File: src/design/eic_map.svh
`ifndef EIC_MAP_SVH
`define EIC_MAP_SVH
// Register byte offsets on the register bus
`define EIC_OFF_REQ0 8'h00
`define EIC_OFF_REQ1 8'h04
`define EIC_OFF_REQ2 8'h08
`define EIC_OFF_SEN0 8'h0C
`define EIC_OFF_SEN1 8'h10
`define EIC_OFF_SEN2 8'h14
`define EIC_OFF_GEN 8'h18
`define EIC_OFF_TRIG 8'h1C
`define EIC_OFF_STAT 8'h20
// Implemented bits of the three request/enable registers
`define EIC_REQ0_MASK 8'h03
`define EIC_REQ1_MASK 8'h77
`define EIC_REQ2_MASK 8'h73
// Bit positions inside request register 1
`define EIC_BIT_LOCK 0
`define EIC_BIT_TXF 1
`define EIC_BIT_RXF 2
`define EIC_BIT_SPI 4
`define EIC_BIT_SNR 5
`define EIC_BIT_SWD 6
// Bit positions inside request register 2
`define EIC_BIT_WDT 0
`define EIC_BIT_LBD 1
`define EIC_BIT_CT2 4
`define EIC_BIT_CT1 5
`define EIC_BIT_TBT 6
// Global enable position in the group enable register
`define EIC_BIT_GLOBAL 7
// Default group membership over the flat 24-bit flag vector
`define EIC_GRP_A 24'h00_0003
`define EIC_GRP_B 24'h00_0700
`define EIC_GRP_C 24'h00_7000
`define EIC_GRP_D 24'h03_0000
`define EIC_GRP_E 24'h70_0000
// Bus responses
`define EIC_RESP_OKAY 2'h0
`define EIC_RESP_SLVERR 2'h2
// Reset value of every control and flag register
`define EIC_RST_BYTE 8'h00
`endif

File: src/design/eic_pkg.sv
package eic_pkg;
    // Trigger mode of an external line, {select_hi, select_lo}
    typedef enum logic [1:0] {
        EIC_TRIG_NEG = 2'h0,
        EIC_TRIG_LOW = 2'h1,
        EIC_TRIG_POS = 2'h2,
        EIC_TRIG_BOTH = 2'h3
    } eic_trig_e;
    // Read channel state, one-hot
    typedef enum logic [1:0] {
        EIC_RD_IDLE = 2'h1,
        EIC_RD_DATA = 2'h2
    } eic_rd_state_e;
    // One-cycle set requests from the internal peripherals
    typedef struct packed {
        logic watchdog;
        logic time_base;
        logic capture_one;
        logic capture_two;
        logic spi;
        logic battery_level_detector;
        logic tx_fifo;
        logic rx_fifo;
        logic signaling_word;
        logic snr;
        logic lock;
    } eic_src_s;
    // Register bank as one index into it
    typedef logic [3:0] eic_idx_t;
endpackage : eic_pkg

File: src/design/eic_top.sv
// Summary of operation
// - Two external lines, active only in input mode
// - Select 00: falling edge sets pending flag
// - Select 10: rising edge sets pending flag
// - Select 11: either edge sets pending flag
// - Select 01: low level sets pending flag
// - Low level: clearing fails while pin low
// - Pending flag is the request, never auto-cleared
// - Software may set or clear any flag
// - Thirteen sources: two external, eleven internal
// - Internal sources are the listed peripherals
// - Sources split into five group requests
// - Per-source enable bits in three registers
// - Per-group enable bits in group register
// - Global enable masks every interrupt
// - Line flags at bits 0 and 1
`include "eic_map.svh"
`timescale 1ns/1ps
`default_nettype none
module eic_top
    import eic_pkg::*;
#(
    parameter int ADDR_W = 8,
    parameter logic [4:0][23:0] GROUP_MEMBERS = {`EIC_GRP_E, `EIC_GRP_D,
        `EIC_GRP_C, `EIC_GRP_B, `EIC_GRP_A}
) (
    input wire logic mclk,
    input wire logic nrst,
    input wire logic ext_int_line_one, // External pin, line one
    input wire logic ext_int_line_two, // External pin, line two
    input wire logic [1:0] line_is_input, // Port direction, 1 = input
    input wire eic_src_s src_set, // Internal set pulses
    output logic [4:0] irq_group, // Group requests to the core
    input wire logic [ADDR_W-1:0] s_axi_awaddr,
    input wire logic s_axi_awvalid,
    output logic s_axi_awready,
    input wire logic [31:0] s_axi_wdata,
    input wire logic [3:0] s_axi_wstrb,
    input wire logic s_axi_wvalid,
    output logic s_axi_wready,
    output logic [1:0] s_axi_bresp,
    output logic s_axi_bvalid,
    input wire logic s_axi_bready,
    input wire logic [ADDR_W-1:0] s_axi_araddr,
    input wire logic s_axi_arvalid,
    output logic s_axi_arready,
    output logic [31:0] s_axi_rdata,
    output logic [1:0] s_axi_rresp,
    output logic s_axi_rvalid,
    input wire logic s_axi_rready
);
    localparam eic_idx_t IDX_NONE = 4'hF;
    localparam logic [2:0][7:0] REQ_MASK = {`EIC_REQ2_MASK,
        `EIC_REQ1_MASK, `EIC_REQ0_MASK};

    logic [2:0][7:0] request_reg; // Pending flags, registers 0..2
    logic [2:0][7:0] source_enable_reg; // Per-source enables
    logic [7:0] group_enable_reg; // Group enables and global enable
    logic [7:0] ext_trigger_config_reg; // Trigger modes of both lines
    logic [2:0][7:0] hw_set; // Hardware set requests
    logic [1:0] ext_evt; // Detector outputs
    logic [4:0] irq_group_reg; // Registered group requests
    logic awready_reg, wready_reg, bvalid_reg; // Write channel outputs
    logic [1:0] bresp_reg;
    logic arready_reg; // Read channel outputs
    logic [31:0] rdata_reg;
    logic [1:0] rresp_reg;
    eic_rd_state_e rd_state_reg;
    logic aw_hold_reg, w_hold_reg; // Address and data caught
    logic [ADDR_W-1:0] awaddr_reg;
    logic [7:0] wdata_reg;
    logic wstrb0_reg;
    logic do_write; // Both halves present, perform write
    eic_idx_t wr_idx, rd_idx;
    logic [31:0] rdata_next;

    // Map a byte address onto a register index
    function automatic eic_idx_t addr_idx(input logic [ADDR_W-1:0] a);
        case (a)
            ADDR_W'(`EIC_OFF_REQ0): addr_idx = 4'h0;
            ADDR_W'(`EIC_OFF_REQ1): addr_idx = 4'h1;
            ADDR_W'(`EIC_OFF_REQ2): addr_idx = 4'h2;
            ADDR_W'(`EIC_OFF_SEN0): addr_idx = 4'h3;
            ADDR_W'(`EIC_OFF_SEN1): addr_idx = 4'h4;
            ADDR_W'(`EIC_OFF_SEN2): addr_idx = 4'h5;
            ADDR_W'(`EIC_OFF_GEN): addr_idx = 4'h6;
            ADDR_W'(`EIC_OFF_TRIG): addr_idx = 4'h7;
            ADDR_W'(`EIC_OFF_STAT): addr_idx = 4'h8;
            default: addr_idx = IDX_NONE;
        endcase
    endfunction : addr_idx

    // Detectors for the two external lines
    eic_ext_line u_line_one (
        .mclk(mclk),
        .nrst(nrst),
        .pin(ext_int_line_one),
        .is_input(line_is_input[0]),
        .mode(eic_trig_e'(ext_trigger_config_reg[1:0])),
        .evt(ext_evt[0])
    );
    eic_ext_line u_line_two (
        .mclk(mclk),
        .nrst(nrst),
        .pin(ext_int_line_two),
        .is_input(line_is_input[1]),
        .mode(eic_trig_e'(ext_trigger_config_reg[3:2])),
        .evt(ext_evt[1])
    );

    // Place every source on its flag bit
    always_comb begin
        hw_set = '0;
        hw_set[0][1:0] = ext_evt;
        hw_set[1][`EIC_BIT_LOCK] = src_set.lock;
        hw_set[1][`EIC_BIT_TXF] = src_set.tx_fifo;
        hw_set[1][`EIC_BIT_RXF] = src_set.rx_fifo;
        hw_set[1][`EIC_BIT_SPI] = src_set.spi;
        hw_set[1][`EIC_BIT_SNR] = src_set.snr;
        hw_set[1][`EIC_BIT_SWD] = src_set.signaling_word;
        hw_set[2][`EIC_BIT_WDT] = src_set.watchdog;
        hw_set[2][`EIC_BIT_LBD] = src_set.battery_level_detector;
        hw_set[2][`EIC_BIT_CT2] = src_set.capture_two;
        hw_set[2][`EIC_BIT_CT1] = src_set.capture_one;
        hw_set[2][`EIC_BIT_TBT] = src_set.time_base;
    end

    assign do_write = aw_hold_reg && w_hold_reg && !bvalid_reg;
    assign wr_idx = addr_idx(awaddr_reg);
    assign rd_idx = addr_idx(s_axi_araddr);

    // Flag and enable registers; a hardware set wins over a clear
    for (genvar g = 0; g < 3; g++) begin : g_req
        always_ff @(posedge mclk or negedge nrst) begin
            if (!nrst) begin
                request_reg[g] <= `EIC_RST_BYTE;
                source_enable_reg[g] <= `EIC_RST_BYTE;
            end else begin
                if (do_write && wstrb0_reg && wr_idx == eic_idx_t'(g)) begin
                    // Software write; set wins, flag sticks on low pin
                    request_reg[g] <= (wdata_reg | hw_set[g])
                        & REQ_MASK[g];
                end else begin
                    // Flag holds until software clears it
                    request_reg[g] <= (request_reg[g] | hw_set[g])
                        & REQ_MASK[g];
                end
                if (do_write && wstrb0_reg
                        && wr_idx == eic_idx_t'(g + 3)) begin
                    source_enable_reg[g] <= wdata_reg
                        & REQ_MASK[g];
                end
            end
        end
    end

    // Group enable and trigger configuration
    always_ff @(posedge mclk or negedge nrst) begin
        if (!nrst) begin
            group_enable_reg <= `EIC_RST_BYTE;
            ext_trigger_config_reg <= `EIC_RST_BYTE;
        end else if (do_write && wstrb0_reg) begin
            if (wr_idx == 4'h6) begin
                group_enable_reg <= wdata_reg & 8'h9F;
            end
            if (wr_idx == 4'h7) begin
                ext_trigger_config_reg <= wdata_reg & 8'h0F;
            end
        end
    end

    // Group requests toward the core
    for (genvar k = 0; k < 5; k++) begin : g_grp
        always_ff @(posedge mclk or negedge nrst) begin
            if (!nrst) begin
                irq_group_reg[k] <= 1'b0;
            end else begin
                irq_group_reg[k] <= (|(request_reg & source_enable_reg
                    & GROUP_MEMBERS[k])) && group_enable_reg[k]
                    && group_enable_reg[`EIC_BIT_GLOBAL];
            end
        end
    end

    // Write address channel
    always_ff @(posedge mclk or negedge nrst) begin
        if (!nrst) begin
            awready_reg <= 1'b0;
            aw_hold_reg <= 1'b0;
            awaddr_reg <= '0;
        end else begin
            if (s_axi_awvalid && awready_reg) begin
                awready_reg <= 1'b0;
                aw_hold_reg <= 1'b1;
                awaddr_reg <= s_axi_awaddr;
            end else if (do_write) begin
                aw_hold_reg <= 1'b0;
            end else if (!aw_hold_reg && !bvalid_reg) begin
                awready_reg <= 1'b1;
            end
        end
    end

    // Write data channel
    always_ff @(posedge mclk or negedge nrst) begin
        if (!nrst) begin
            wready_reg <= 1'b0;
            w_hold_reg <= 1'b0;
            wdata_reg <= `EIC_RST_BYTE;
            wstrb0_reg <= 1'b0;
        end else begin
            if (s_axi_wvalid && wready_reg) begin
                wready_reg <= 1'b0;
                w_hold_reg <= 1'b1;
                wdata_reg <= s_axi_wdata[7:0];
                wstrb0_reg <= s_axi_wstrb[0];
            end else if (do_write) begin
                w_hold_reg <= 1'b0;
            end else if (!w_hold_reg && !bvalid_reg) begin
                wready_reg <= 1'b1;
            end
        end
    end

    // Write response; unmapped address answers an error
    always_ff @(posedge mclk or negedge nrst) begin
        if (!nrst) begin
            bvalid_reg <= 1'b0;
            bresp_reg <= `EIC_RESP_OKAY;
        end else if (do_write) begin
            bvalid_reg <= 1'b1;
            bresp_reg <= (wr_idx == IDX_NONE) ? `EIC_RESP_SLVERR
                : `EIC_RESP_OKAY;
        end else if (s_axi_bready) begin
            bvalid_reg <= 1'b0;
        end
    end

    // Read data selection
    always_comb begin
        rdata_next = '0;
        case (rd_idx)
            4'h0, 4'h1, 4'h2: rdata_next[7:0] = request_reg[rd_idx[1:0]];
            4'h3: rdata_next[7:0] = source_enable_reg[0];
            4'h4: rdata_next[7:0] = source_enable_reg[1];
            4'h5: rdata_next[7:0] = source_enable_reg[2];
            4'h6: rdata_next[7:0] = group_enable_reg;
            4'h7: rdata_next[7:0] = ext_trigger_config_reg;
            4'h8: rdata_next[4:0] = irq_group_reg;
            default: rdata_next = '0;
        endcase
    end

    // Read channel state machine
    always_ff @(posedge mclk or negedge nrst) begin
        if (!nrst) begin
            rd_state_reg <= EIC_RD_IDLE;
            arready_reg <= 1'b0;
            rdata_reg <= '0;
            rresp_reg <= `EIC_RESP_OKAY;
        end else begin
            case (rd_state_reg)
                EIC_RD_IDLE: begin
                    if (s_axi_arvalid && arready_reg) begin
                        arready_reg <= 1'b0;
                        rdata_reg <= rdata_next;
                        rresp_reg <= (rd_idx == IDX_NONE)
                            ? `EIC_RESP_SLVERR : `EIC_RESP_OKAY;
                        rd_state_reg <= EIC_RD_DATA;
                    end else begin
                        arready_reg <= 1'b1;
                    end
                end
                EIC_RD_DATA: begin
                    if (s_axi_rready) begin
                        rd_state_reg <= EIC_RD_IDLE;
                    end
                end
                default: rd_state_reg <= EIC_RD_IDLE;
            endcase
        end
    end

    // Outputs straight from flip-flops
    assign irq_group = irq_group_reg;
    assign s_axi_awready = awready_reg;
    assign s_axi_wready = wready_reg;
    assign s_axi_bvalid = bvalid_reg;
    assign s_axi_bresp = bresp_reg;
    assign s_axi_arready = arready_reg;
    assign s_axi_rdata = rdata_reg;
    assign s_axi_rresp = rresp_reg;
    assign s_axi_rvalid = rd_state_reg[1];
endmodule : eic_top
`default_nettype wire

File: src/design/eic_ext_line.sv
`timescale 1ns/1ps
`default_nettype none
module eic_ext_line
    import eic_pkg::*;
(
    input wire logic mclk,
    input wire logic nrst,
    input wire logic pin,
    input wire logic is_input,
    input wire eic_trig_e mode,
    output logic evt
);
    logic sync1_reg; // First synchroniser stage
    logic sync2_reg; // Current sample
    logic prev_reg; // Previous sample

    // Two-stage synchroniser and sample history
    always_ff @(posedge mclk or negedge nrst) begin
        if (!nrst) begin
            sync1_reg <= 1'b0;
            sync2_reg <= 1'b0;
            prev_reg <= 1'b0;
        end else begin
            sync1_reg <= pin;
            sync2_reg <= sync1_reg;
            prev_reg <= sync2_reg;
        end
    end

    // Detector; a pin in output mode raises nothing
    always_comb begin
        evt = 1'b0;
        if (is_input) begin
            case (mode)
                EIC_TRIG_NEG: evt = prev_reg && !sync2_reg;
                EIC_TRIG_POS: evt = !prev_reg && sync2_reg;
                EIC_TRIG_BOTH: evt = prev_reg ^ sync2_reg;
                EIC_TRIG_LOW: evt = !sync2_reg;
                default: evt = 1'b0;
            endcase
        end
    end
endmodule : eic_ext_line
`default_nettype wire

File: config.mk
export PLATFORM = sky130hd
export DESIGN_NAME = eic_top
export DESIGN_NICKNAME = d
export VERILOG_FILES = /design/src/design/eic_pkg.sv /design/src/design/eic_top.sv /design/src/design/eic_ext_line.sv
export VERILOG_INCLUDE_DIRS = /design/src /design/src/design
export SDC_FILE = /design/constraint.sdc
export NUM_CORES = 1
export LEC_CHECK = 0
export BUFFER_PORTS_ARGS = -buffer_cell sky130_fd_sc_hd__buf_4
export CAP_MARGIN = 20
export CORE_MARGIN = 2
export CORE_UTILIZATION = 51
export CTS_CLUSTER_SIZE = 30
export DETAILED_ROUTE_END_ITERATION = 7
export PLACE_DENSITY = 0.78
export SYNTH_ARGS = -nofsm -noshare
export SYNTH_HDL_FRONTEND = slang
export SYNTH_SLANG_ARGS = --single-unit
File: constraint.sdc
create_clock -name mclk -period 2.3 [get_ports mclk]
set_input_delay 0.345 -clock mclk [delete_from_list [all_inputs] [get_ports mclk]]
set_output_delay 0.345 -clock mclk [all_outputs]
set_load 0.05 [all_outputs]
### Word level (Yosys, flattened, before mapping)

Index checks and enable logic that the tools add are counted.

* reduce and logical (&&, ||, !) cells: 58
* equal/unequal tests: 45
* muxes and demuxes: 30
* magnitude comparators: 1
* bitwise gates (word level): 9

Operators with widths (number)
* one-hot mux 4 bit (9 select lines): 2
* equality test 8 x 5 -> 1 bit (second input constant): 8
* one-hot mux 5 bit (7 select lines): 1
* equality test 4 x 3 -> 1 bit (second input constant): 8
* equality test 8 x 4 -> 1 bit (second input constant): 4
* logical AND 1 bit: 28
* bitwise OR 7 bit: 4
* bitwise AND 23 bit: 1
* binary-select mux 8 bit (select 2 bit): 1
* equality test 4 x 2 -> 1 bit (second input constant): 4
* equality test 8 x 3 -> 1 bit (second input constant): 2
* equality test 8 x 6 -> 1 bit (second input constant): 2
* logical NOT 8 bit: 2
* 2-to-1 mux 1 bit: 14
* 2-to-1 mux 7 bit: 2
* equality test 4 bit (second input constant): 3
* one-hot mux 3 bit (4 select lines): 1
* AND reduction 2 bit: 6
* OR reduction 3 bit: 4
* equality test 2 bit (second input constant): 5
* 2-to-1 mux 2 bit: 5
* nonzero test 2 bit: 5
* equality test 4 x 1 -> 1 bit (second input constant): 2
* logical NOT 4 bit: 2
* other kinds (12): 27

* bits in registers: 87
* input bits: 74
* word-level logic and storage cells: 175
* output and inout port bits: 46

### Longest topological paths before layout

Gate-level depths: netlist of run 1.

* word-level depth: 6
* depth in mapped cells: 6
* mapped depth without buffers: 6

### Hierarchy

Synthesis of run 1 repeated with hierarchy kept, for this count alone.

* cell total of the unflattened synthesis: 342
* area, all modules: 3918.8 um^2

By module, submodules not included
* eic_top: cells each 322, sequential area each 1903.1 um^2, times used 1, area an instance 3638.5 um^2
* eic_ext_line: cells each 10, sequential area each 75.1 um^2, times used 2, area an instance 140.1 um^2

### Worst setup path after synthesis of run 1

Ideal clock, no wire load.

* kind: reg2reg
* start point: reg bvalid_reg (netlist: s_axi_bvalid)
* end point: reg group_enable_reg[0]
* clock period less this slack: 2.074 ns
* arrival: 1.949 ns
* path buffers: 0
* cell stages (with the launch flop): 6
* data required time: 2.175 ns
* setup time: 0.125 ns
* slack: 0.226 ns
* path through: dfrtp_1 > nand3b_1 > nor3_2 > nand2_2 > nor3b_4 > mux2_2

* longest elaborated chain between the ends: 4

RTL lines
* start, declared: line eic_top.sv:63 `logic awready_reg, wready_reg, bvalid_reg;`
* start signal, assigned: line eic_top.sv:228 `bvalid_reg <= 1'b0;`
* start signal, assigned: line eic_top.sv:231 `bvalid_reg <= 1'b1;`
* start signal, assigned: line eic_top.sv:235 `bvalid_reg <= 1'b0;`
* logical NOT 1 bit: line eic_top.sv:128 `assign do_write = aw_hold_reg && w_hold_reg && !bvalid_reg;`
* logical AND 1 bit: line eic_top.sv:128
* logical AND 1 bit: line eic_top.sv:162 `end else if (do_write && wstrb0_reg) begin`
* AND reduction 2 bit (no source line)
* end signal, assigned: line eic_top.sv:160 `` group_enable_reg <= `EIC_RST_BYTE; ``
* end signal, assigned: line eic_top.sv:164 `group_enable_reg <= wdata_reg & 8'h9F;`
* end, declared: line eic_top.sv:58 `logic [7:0] group_enable_reg;`

No other way between the ends.
A chain may end at the register's enable or synchronous reset.

### Worst setup path in the final report of run 1

* start point: reg awaddr_reg[1]
* end point: reg group_enable_reg[4]

* longest elaborated chain between the ends: 4
* elaborated cells between the ends (all ways): 12
* those cells by class: 9 x eq/ne; 1 x mux; 2 x reduce/logical

RTL lines
* start, declared: line eic_top.sv:70 `logic [ADDR_W-1:0] awaddr_reg;`
* start signal, assigned: line eic_top.sv:195 `awaddr_reg <= s_axi_awaddr;`
* equality test 8 x 6 -> 1 bit (tied with other cells): line eic_top.sv:79 `case (a)`
* one-hot mux 4 bit (9 select lines) (*): line eic_top.sv:79
* equality test 4 x 3 -> 1 bit (*): line eic_top.sv:163 `if (wr_idx == 4'h6) begin`
* AND reduction 2 bit (no source line) (*)

Mark *: on every way between the ends. The rest lies on a longest branch, timed or not.

==> results of run 1 <==
==> routing by layer <==
layer	part of all wire (%)	wire length [um]
met1	44	3528
met2	47	3757
met3	7.0	553
met4	1.2	97
met5	0	0
==> placed cells by master (no fill, tap or decap), types with 3 or more instances in the layout <==
cell type / instances
nand2_1: 32
nand3b_1: 5
nand3_1: 8
a21oi_1: 4
o21ai_0: 15
a22o_1: 4
nor2b_1: 7
ha_1: 4
dfrtp_1: 81
o21a_1: 3
clkinv_4: 3
a222oi_1: 3
a211o_1: 11
nand2b_1: 5
mux2_2: 42
a22oi_1: 10
nor2_1: 29
clkbuf_8: 10
inv_1: 14
conb_1: 26
buf_4: 72
==> area by class of cell <==
type	instances	area share [%]
Clock inverter	6	1.088
Tap cell	99	2.694
Inverter	14	1.143
Sequential cell	82	44.65
Clock buffer	10	2.993
Timing Repair Buffer	72	11.76
Multi-Input combinational cell	238	35.67
==> metrics by stage <==
stage	util (%)	instance area, um2	hold slack (ns)
6_report	62.72	4598	0.06604
5_1_grt	62.72	4598	0.05516
4_1_cts	62.72	4598	0.06345
3_5_place_dp	60.16	4410	0.3356
3_3_place_gp	60.16	4410	0.3341
2_1_floorplan	-	3984	0.04941
==> where the power goes <==
| group | leakage (nW) | internal, W | switching [W] | total, W |
|---|---|---|---|---|
| Combinational | 1.00 | 0.000466 | 0.000651 | 0.00112 |
| Clock | 0.0891 | 0.000430 | 0.000544 | 0.000974 |
| Sequential | 1.00 | 0.00173 | 0.000321 | 0.00206 |
==> worst paths after layout <==
| path | startpoint | end | slack, ns | cells past startpoint |
|---|---|---|---|---|
| setup reg to reg | awaddr_reg[1] | group_enable_reg[4] | 0.15 | 5 |
| max in group asynchronous | nrst | source_enable_reg[1] | 1.56 | 2 |
| hold / removal | nrst | wdata_reg[6] | 0.07 | 1 |
| hold reg to reg | u_line_two.sync1_reg | u_line_two.sync2_reg | 0.35 | 0 |
| min in group mclk | ext_int_line_two | u_line_two.sync1_reg | 0.08 | 1 |
| setup / recovery | awaddr_reg[1] | group_enable_reg[4] | 0.15 | 5 |
==> worst max-delay path, delay by kind of cell (launching register included) <==
| kind | cells | cell delay (ns) |
|---|---|---|
| AND/OR/NAND/NOR | 4 | 1.27 |
| flip-flops | 1 | 0.38 |
| multiplexers | 1 | 0.38 |
==> cell families (layout without fill, tap and decap cells) <==
family / count (synthesis) / in the layout / share of synthesized area (%)
other cells: 1 / 26 / 0.09640
flops: 82 / 82 / 52.78
simple gates: 103 / 103 / 13.99
fa+ha+maj: 4 / 4 / 1.287
buf+inv: 51 / 102 / 7.462
mux: 44 / 44 / 12.99
compound gates: 61 / 61 / 11.39
==> flow_summary_export.csv, run 1 <==
group,metric,value,unit
status,status,"finished, final reports clean",
die,core-area,7331,um2
layout,multi_input_area,1640,um2
cts,clk_pin_slew,0.09,ns
die,die_y,91.34,um
layout,area_delta_synth_final,18.21,%
sta,skew,0.006767,ns
sta,setup_ws,0.1475,ns
global_route,grt_usage,20.67,%
sta,grt_setup_unrepaired,"no",
synthesis,ys_types,46,
cts,ctsResizeCount,0,
synthesis,synth_edf_count,0,
sta,final-max-slew-violation-count,0,
placement,globalplace.congestion,0.8515,
critical_path,critPathMaxFanout,6,
critical_path,crit_chain,"or4_4, nor3_2, nand2_2, nor3b_4, mux2_2",
power,finalPower,0.004146,W
layout,fillers,622,
layout,drive_gt1_share,32.94,%
detailed_routing,wirelength,7936,um
sta,setup_viol,0,
detailed_routing,via_count,2810,
synthesis,ys_top_cells_by_area,"dfrtp_1, mux2_2, buf_4",
cts,clk_path_buf_depth,2,
cts,cts_hold_buf,0,
critical_path,cp.arrival,2.41,ns
placement,numPortBuffers,66,
sta,setup-tns-final,0,ns
cts,clk_latency,0.36,ns
synthesis,syn_avg_cell_area,11.24,um2
sta,tightestPinTransition,0.8019,ns
die,fp.dieW,91.34,um
global_route,first_global_vias,2744,
cts,post_cts_buffers,0,
global_route,grt_overflow_total,0,
cts,htreeDepth,3,
global_route,grt_pass1_wl,13350,um
critical_path,path_class,"reg -> reg",
global_route,busiest_layer,"met2",
synthesis,synthArstFlopShare,100.0,%
power,ir_drop,0.7473,mV
critical_path,worstSetupStartpointType,"flop",
detailed_routing,vias_per_cell,5.393,
min_path,min_path_type,"in -> async",
critical_path,max_stage_delay,0.57,ns
detailed_routing,drc,0,
global_route,gr-usage-met2,31.98,%
synthesis,synthFlopType,"dfrtp_1",
synthesis,synth_common_cells,"dfrtp_1, mux2_2, nand2_1",
placement,numPlacedInstances,505,
synthesis,yosysWarnings,0,
global_route,gr-usage-met3,5.975,%
sta,fmax,0.4646,GHz
synthesis,synthCells,346,
sta,layout_min_cycle_time,2.153,ns
sta,finalCritPeriodShare,93.59,%
global_route,antenna_found_initial,0,
power,p_per_area,901.8,nW/um2
detailed_routing,wl_per_cell,15.23,um
sta,slew_headroom,46.54,%
synthesis,yosysMostFrequentCell,"dfrtp_1",
global_route,grt_util_met1,28.25,%
critical_path,critical_path.slowest_cell,"or4_4",
critical_path,cp.required,2.56,ns
layout,antenna_cells,0,
cts,clock-sinks,82,
detailed_routing,dr.pass1.iters,4,
detailed_routing,ant_nets,0,
global_route,grt_max_degree,66,
synthesis,synth_top_cell_by_area,"dfrtp_1",
detailed_routing,drt_iter0_markers,151,
synthesis,synth_top_area_share,52.11,%
synthesis,ys_seq_area_share,52.78,%
critical_path,cp-end-kind,"flop",
placement,dpl_worst_slack,0.1412,ns
power,leakagePower,2.095,nW
placement,hpwlAfterDp,5932,um
die,start_util,53.06,%
layout,layout.area.seq,2053,um2
die,io_pins,120,
sta,hold_violations,0,
die,dieArea,8342,um2
cts,numCtsBuffers,9,
cts,cts-root-buf,"clkbuf_8",
layout,final_cell_count_no_fill,521,
synthesis,synth_area,3890,um2
die,rows,31,
flow_run,maxCapViolations,0,
synthesis,synth-seq-cells,82,
layout,final_nets,495,
cts,cts_tree,"done",
(Power assumes the default switching activity.)
==> run 2: changes to the inputs <==
Settings changed: CORE_UTILIZATION 51 to 53, CTS_BUF_LIST set to sky130_fd_sc_hd__clkbuf_4 sky130_fd_sc_hd__clkbuf_8, PLACE_DENSITY 0.78 to 0.8.
==> flow_summary_export.csv, run 2 (synthesized netlist as in run 1, its figures left out) <==
group,metric,value,unit
status,status,"finished, final reports clean",
layout,postLayoutCoreUtil,64.74,%
critical_path,path_delay_family,"simple AND/OR/NAND/NOR gates",
cts,numCtsBuffers,9,
detailed_routing,ant_nets,0,
detailed_routing,via_count,2868,
critical_path,cp-end-kind,"flop",
critical_path,cp.required,2.54,ns
die,io_pins,120,
detailed_routing,drc,0,
critical_path,worstSetupStartpointType,"flop",
sta,fmax,0.4657,GHz
cts,clk_path_buf_depth,2,
layout,area_delta_synth_final,19.43,%
sta,layout_min_cycle_time,2.147,ns
sta,setup-tns-final,0,ns
sta,finalCritPeriodShare,93.36,%
sta,tightestPinTransition,0.5282,ns
sta,hold_violations,0,
cts,clk_pin_slew,0.08,ns
cts,clk_latency,0.35,ns
die,dieArea,8041,um2
sta,final-max-slew-violation-count,0,
cts,clock-sinks,82,
sta,setup_viol,0,
global_route,grt_usage,21.66,%
die,start_util,54.21,%
detailed_routing,wl_per_cell,15.41,um
cts,cts-root-buf,"clkbuf_8",
placement,hpwlAfterDp,5927,um
cts,cts_tree,"done",
die,fp.dieW,89.67,um
layout,mostFrequentLayoutCells,"dfrtp_1, buf_4, mux2_2",
critical_path,max_stage_delay,0.57,ns
placement,globalplace.congestion,0.8797,
placement,numPortBuffers,66,
critical_path,critical_path.slowest_cell,"or4_4",
critical_path,critPathMaxFanout,4,
global_route,grt_overflow_total,0,
power,ir_drop,0.5862,mV
layout,final_nets,496,
cts,htreeDepth,3,
detailed_routing,wirelength,8044,um
cts,ctsResizeCount,0,
die,core-area,7176,um2
critical_path,critical_path_buf_inv_count,0,
sta,grt_setup_unrepaired,"no",
global_route,first_global_vias,2683,
die,rows,31,
critical_path,crit_chain,"or4_4, nor3_2, nand2_2, nor2_1, mux2_2",
power,p_per_area,921.5,nW/um2
critical_path,path_class,"reg -> reg",
flow_run,maxCapViolations,0,
critical_path,cp.arrival,2.39,ns
global_route,grt_pass1_wl,13060,um
detailed_routing,drt_iter0_markers,250,
global_route,grt_max_degree,51,
sta,slew_headroom,64.71,%
layout,antenna_cells,0,
layout,drive_gt1_share,32.86,%
min_path,min_path_type,"in -> reg",
sta,skew,0.003262,ns
die,die_y,89.67,um
global_route,antenna_found_initial,0,
detailed_routing,dr.pass1.iters,6,
power,leakagePower,2.112,nW
cts,post_cts_buffers,0,
layout,layout_commonest_cell,"dfrtp_1",
detailed_routing,vias_per_cell,5.494,
[run 2: cell types whose count changed in the layout (fill, tap and decap cells not counted), sizes merged]
| cell | change |
|---|---|
| clkinv | -3 |
| bufinv | +1 |
| clkbuf | +1 |
| clkinvlp | +1 |
| dlygate4sd3 | +1 |
[run 2: path summary, 6_finish.rpt]
kind,slack (ns),start,depth (start not counted),end
max in group asynchronous,1.19,nrst,3,rd_state_reg[0]
min in group asynchronous,0.47,nrst,2,s_axi_arready
setup / recovery,0.15,awaddr_reg[1],5,ext_trigger_config_reg[2]
hold / removal,0.09,ext_int_line_two,1,u_line_two.sync1_reg
hold reg to reg,0.35,u_line_two.sync1_reg,0,u_line_two.sync2_reg
setup reg to reg,0.15,awaddr_reg[1],5,ext_trigger_config_reg[2]
[run 2: area by class of cell]
cell class              count  area (um2)
clock buffers              11       151.4
clock inverters             5       61.31
fillers                   562        2530
inverters                  14       52.55
multi-input cells         238        1640
flip-flops and latches     82        2053
well taps                  99       123.9
repair buffers             73       563.0
[run 2: metrics by stage]
| step | power [W] | cells | setup WS (ns) | hold WS (ns) | cell area [um2] |
|---|---|---|---|---|---|
| 2_1_floorplan | 0.002865 | 371 | 0.2263 | 0.04941 | 3984 |
| 3_3_place_gp | 0.003163 | 505 | 0.1903 | 0.3105 | 4423 |
| 3_5_place_dp | 0.003211 | 505 | 0.1571 | 0.3173 | 4423 |
| 4_1_cts | 0.004301 | 522 | 0.1363 | 0.08186 | 4646 |
| 5_1_grt | 0.004529 | 522 | 0.05774 | 0.07551 | 4646 |
| 6_report | 0.004281 | 522 | 0.1526 | 0.09167 | 4646 |
[run 2: timing repair]
item,CTS,global route
hold buffers,1,0
setup endpoints to repair,0,0
hold endpoints to repair,32,0
[run 2: report_power, final]
part | total [W] | switching [W] | internal (W) | leakage [nW]
combinational | 0.00112 | 0.000655 | 0.000469 | 1.01
sequential | 0.00206 | 0.000325 | 0.00173 | 1.00
clock | 0.00110 | 0.000533 | 0.000564 | 0.0982
[run 2: per-layer routing]
metal  part of all wire, %  global-route usage, %
met5                     0                      0
met4                   1.3                  8.141
met3                   8.7                  6.307
met2                    46                  32.62
met1                    44                  29.90
==> run 3: changes to the inputs <==
--- a/config.mk
+++ b/config.mk
@@ -10,4 +10,4 @@
 export CAP_MARGIN = 20
-export CORE_MARGIN = 2
-export CORE_UTILIZATION = 53
+export CORE_MARGIN = 8
+export CORE_UTILIZATION = 29
 export CTS_BUF_LIST = sky130_fd_sc_hd__clkbuf_4 sky130_fd_sc_hd__clkbuf_8
@@ -15,3 +15,3 @@
 export DETAILED_ROUTE_END_ITERATION = 7
-export PLACE_DENSITY = 0.8
+export PLACE_DENSITY = 0.48
 export SYNTH_ARGS = -nofsm -noshare
==> constraint.sdc (replaced) <==
create_clock -name mclk -period 2.3 [get_ports mclk]
set_input_delay 0.115 -clock mclk [delete_from_list [all_inputs] [get_ports mclk]]
set_output_delay 0.115 -clock mclk [all_outputs]
set_load 0.05 [all_outputs]
==> flow_summary_export.csv, run 3 (synthesized netlist as in run 1, its figures left out) <==
group,metric,value,unit
layout,drive_gt1_share,30.72,%
sta,fmax,0.4659,GHz
die,start_util,29.49,%
detailed_routing,drc,0,
cts,cts-root-buf,"clkbuf_8",
placement,numPortBuffers,66,
sta,tightestPinTransition,0.6243,ns
sta,setup-tns-final,0,ns
detailed_routing,vias_per_cell,4.523,
global_route,grt_max_degree,47,
cts,clk_latency,0.36,ns
sta,hold_violations,0,
detailed_routing,drt_iter0_markers,159,
sta,setup_viol,0,
sta,layout_min_cycle_time,2.146,ns
cts,cts_hold_buf,35,
sta,slew_headroom,58.38,%
die,core-area,13190,um2
sta,grt_setup_unrepaired,"no",
sta,finalCritPeriodShare,93.32,%
cts,post_cts_buffers,0,
die,dieArea,17380,um2
critical_path,worstSetupStartpointType,"flop",
placement,globalplace.congestion,0.7313,
sta,final-max-slew-violation-count,0,
detailed_routing,via_count,2872,
die,io_pins,120,
cts,clk_path_buf_depth,2,
critical_path,cp.required,2.55,ns
detailed_routing,wirelength,9719,um
cts,clock-sinks,82,
power,p_per_area,832.3,nW/um2
critical_path,path_class,"reg -> reg",
cts,cts_tree,"done",
detailed_routing,dr.pass1.iters,7,
cts,numCtsBuffers,9,
layout,final_cell_count_no_fill,635,
cts,clk_pin_slew,0.09,ns
power,leakagePower,2.249,nW
layout,fillers,1319,
sta,final.hold.worst_slack,0.1691,ns
status,status,"finished, final reports clean",
layout,final_nets,532,
cts,htreeDepth,3,
placement,numPlacedInstances,584,
flow_run,maxCapViolations,0,
die,die_y,131.8,um
sta,skew,0.007805,ns
detailed_routing,wl_per_cell,15.31,um
layout,mostFrequentLayoutCells,"dfrtp_1, buf_4, mux2_2",
layout,layout_commonest_cell,"dfrtp_1",
global_route,first_global_vias,3183,
min_path,min_path_type,"in -> reg",
critical_path,critPathMaxFanout,4,
die,fp.dieW,131.8,um
layout,antenna_cells,0,
detailed_routing,ant_nets,0,
global_route,grt_usage,11.78,%
critical_path,cp-end-kind,"flop",
cts,ctsResizeCount,0,
global_route,grt_pass1_wl,16640,um
global_route,grt_overflow_total,0,
global_route,antenna_found_initial,0,
placement,hpwlAfterDp,7243,um
layout,area_delta_synth_final,30.14,%
critical_path,cp.arrival,2.40,ns
power,ir_drop,0.6896,mV
die,rows,42,
==> run 3: cell types whose count changed in the layout (fill, tap and decap cells not counted) <==
cell and change:
clkbuf_8 -2, clkinv_2 +1, dlygate4sd3_1 +34, buf_4 +2
clkinv_4 +2, bufinv_16 -1
==> run 3: worst paths after layout <==
check	startpoint	end	slack, ns	cells past startpoint
setup / recovery	awaddr_reg[1]	ext_trigger_config_reg[2]	0.15	5
hold / removal	s_axi_araddr[2]	s_axi_rdata[7]	0.17	3
setup reg to reg	awaddr_reg[1]	ext_trigger_config_reg[2]	0.15	5
hold reg to reg	u_line_two.sync1_reg	u_line_two.sync2_reg	0.35	0
max in group asynchronous	nrst	request_reg[9]	1.37	3
min in group asynchronous	nrst	wdata_reg[6]	0.29	2
==> run 3: critical path, cell delays in order, from the launching register on <==
cell	delay [ns]
dfrtp_1	0.38
or4_4	0.57
nor3_2	0.18
nand2_2	0.15
nor2_1	0.37
mux2_2	0.38
==> run 3: cell type report <==
| cell class | count | area, um2 | share of cell area [%] |
|---|---|---|---|
| Sequential cell | 82 | 2053 | 40.56 |
| Multi-Input combinational cell | 238 | 1640 | 32.40 |
| Clock buffer | 9 | 123.9 | 2.447 |
| Inverter | 14 | 52.55 | 1.038 |
| Timing Repair Buffer | 109 | 918.4 | 18.14 |
| Clock inverter | 7 | 53.80 | 1.063 |
| Tap cell | 176 | 220.2 | 4.350 |
==> run 3: report_power, final <==
part / internal (W) / switching [W] / leakage (nW)
clock network: 0.000397 / 0.000578 / 0.0818
logic: 0.000506 / 0.000669 / 1.16
registers: 0.00173 / 0.000329 / 1.00
==> run 3: stage by stage <==
stage / area [um2] / utilization [%] / total power (W) / setup slack [ns]
2_1_floorplan: 3984 / - / 0.002865 / 0.2263
3_3_place_gp: 4534 / 34.38 / 0.003213 / 0.1751
3_5_place_dp: 4534 / 34.38 / 0.003244 / 0.1550
4_1_cts: 5062 / 38.38 / 0.004278 / 0.1405
5_1_grt: 5062 / 38.38 / 0.004489 / 0.06745
6_report: 5062 / 38.38 / 0.004213 / 0.1537
==> run 3: per-layer routing <==
metal,GRT usage [%],up-vias,routed length [um]
li1,-,1395,-
met1,15.22,1377,4713
met2,18.38,96,4338
met3,3.963,4,596
met4,3.255,0,72
met5,0,-,0
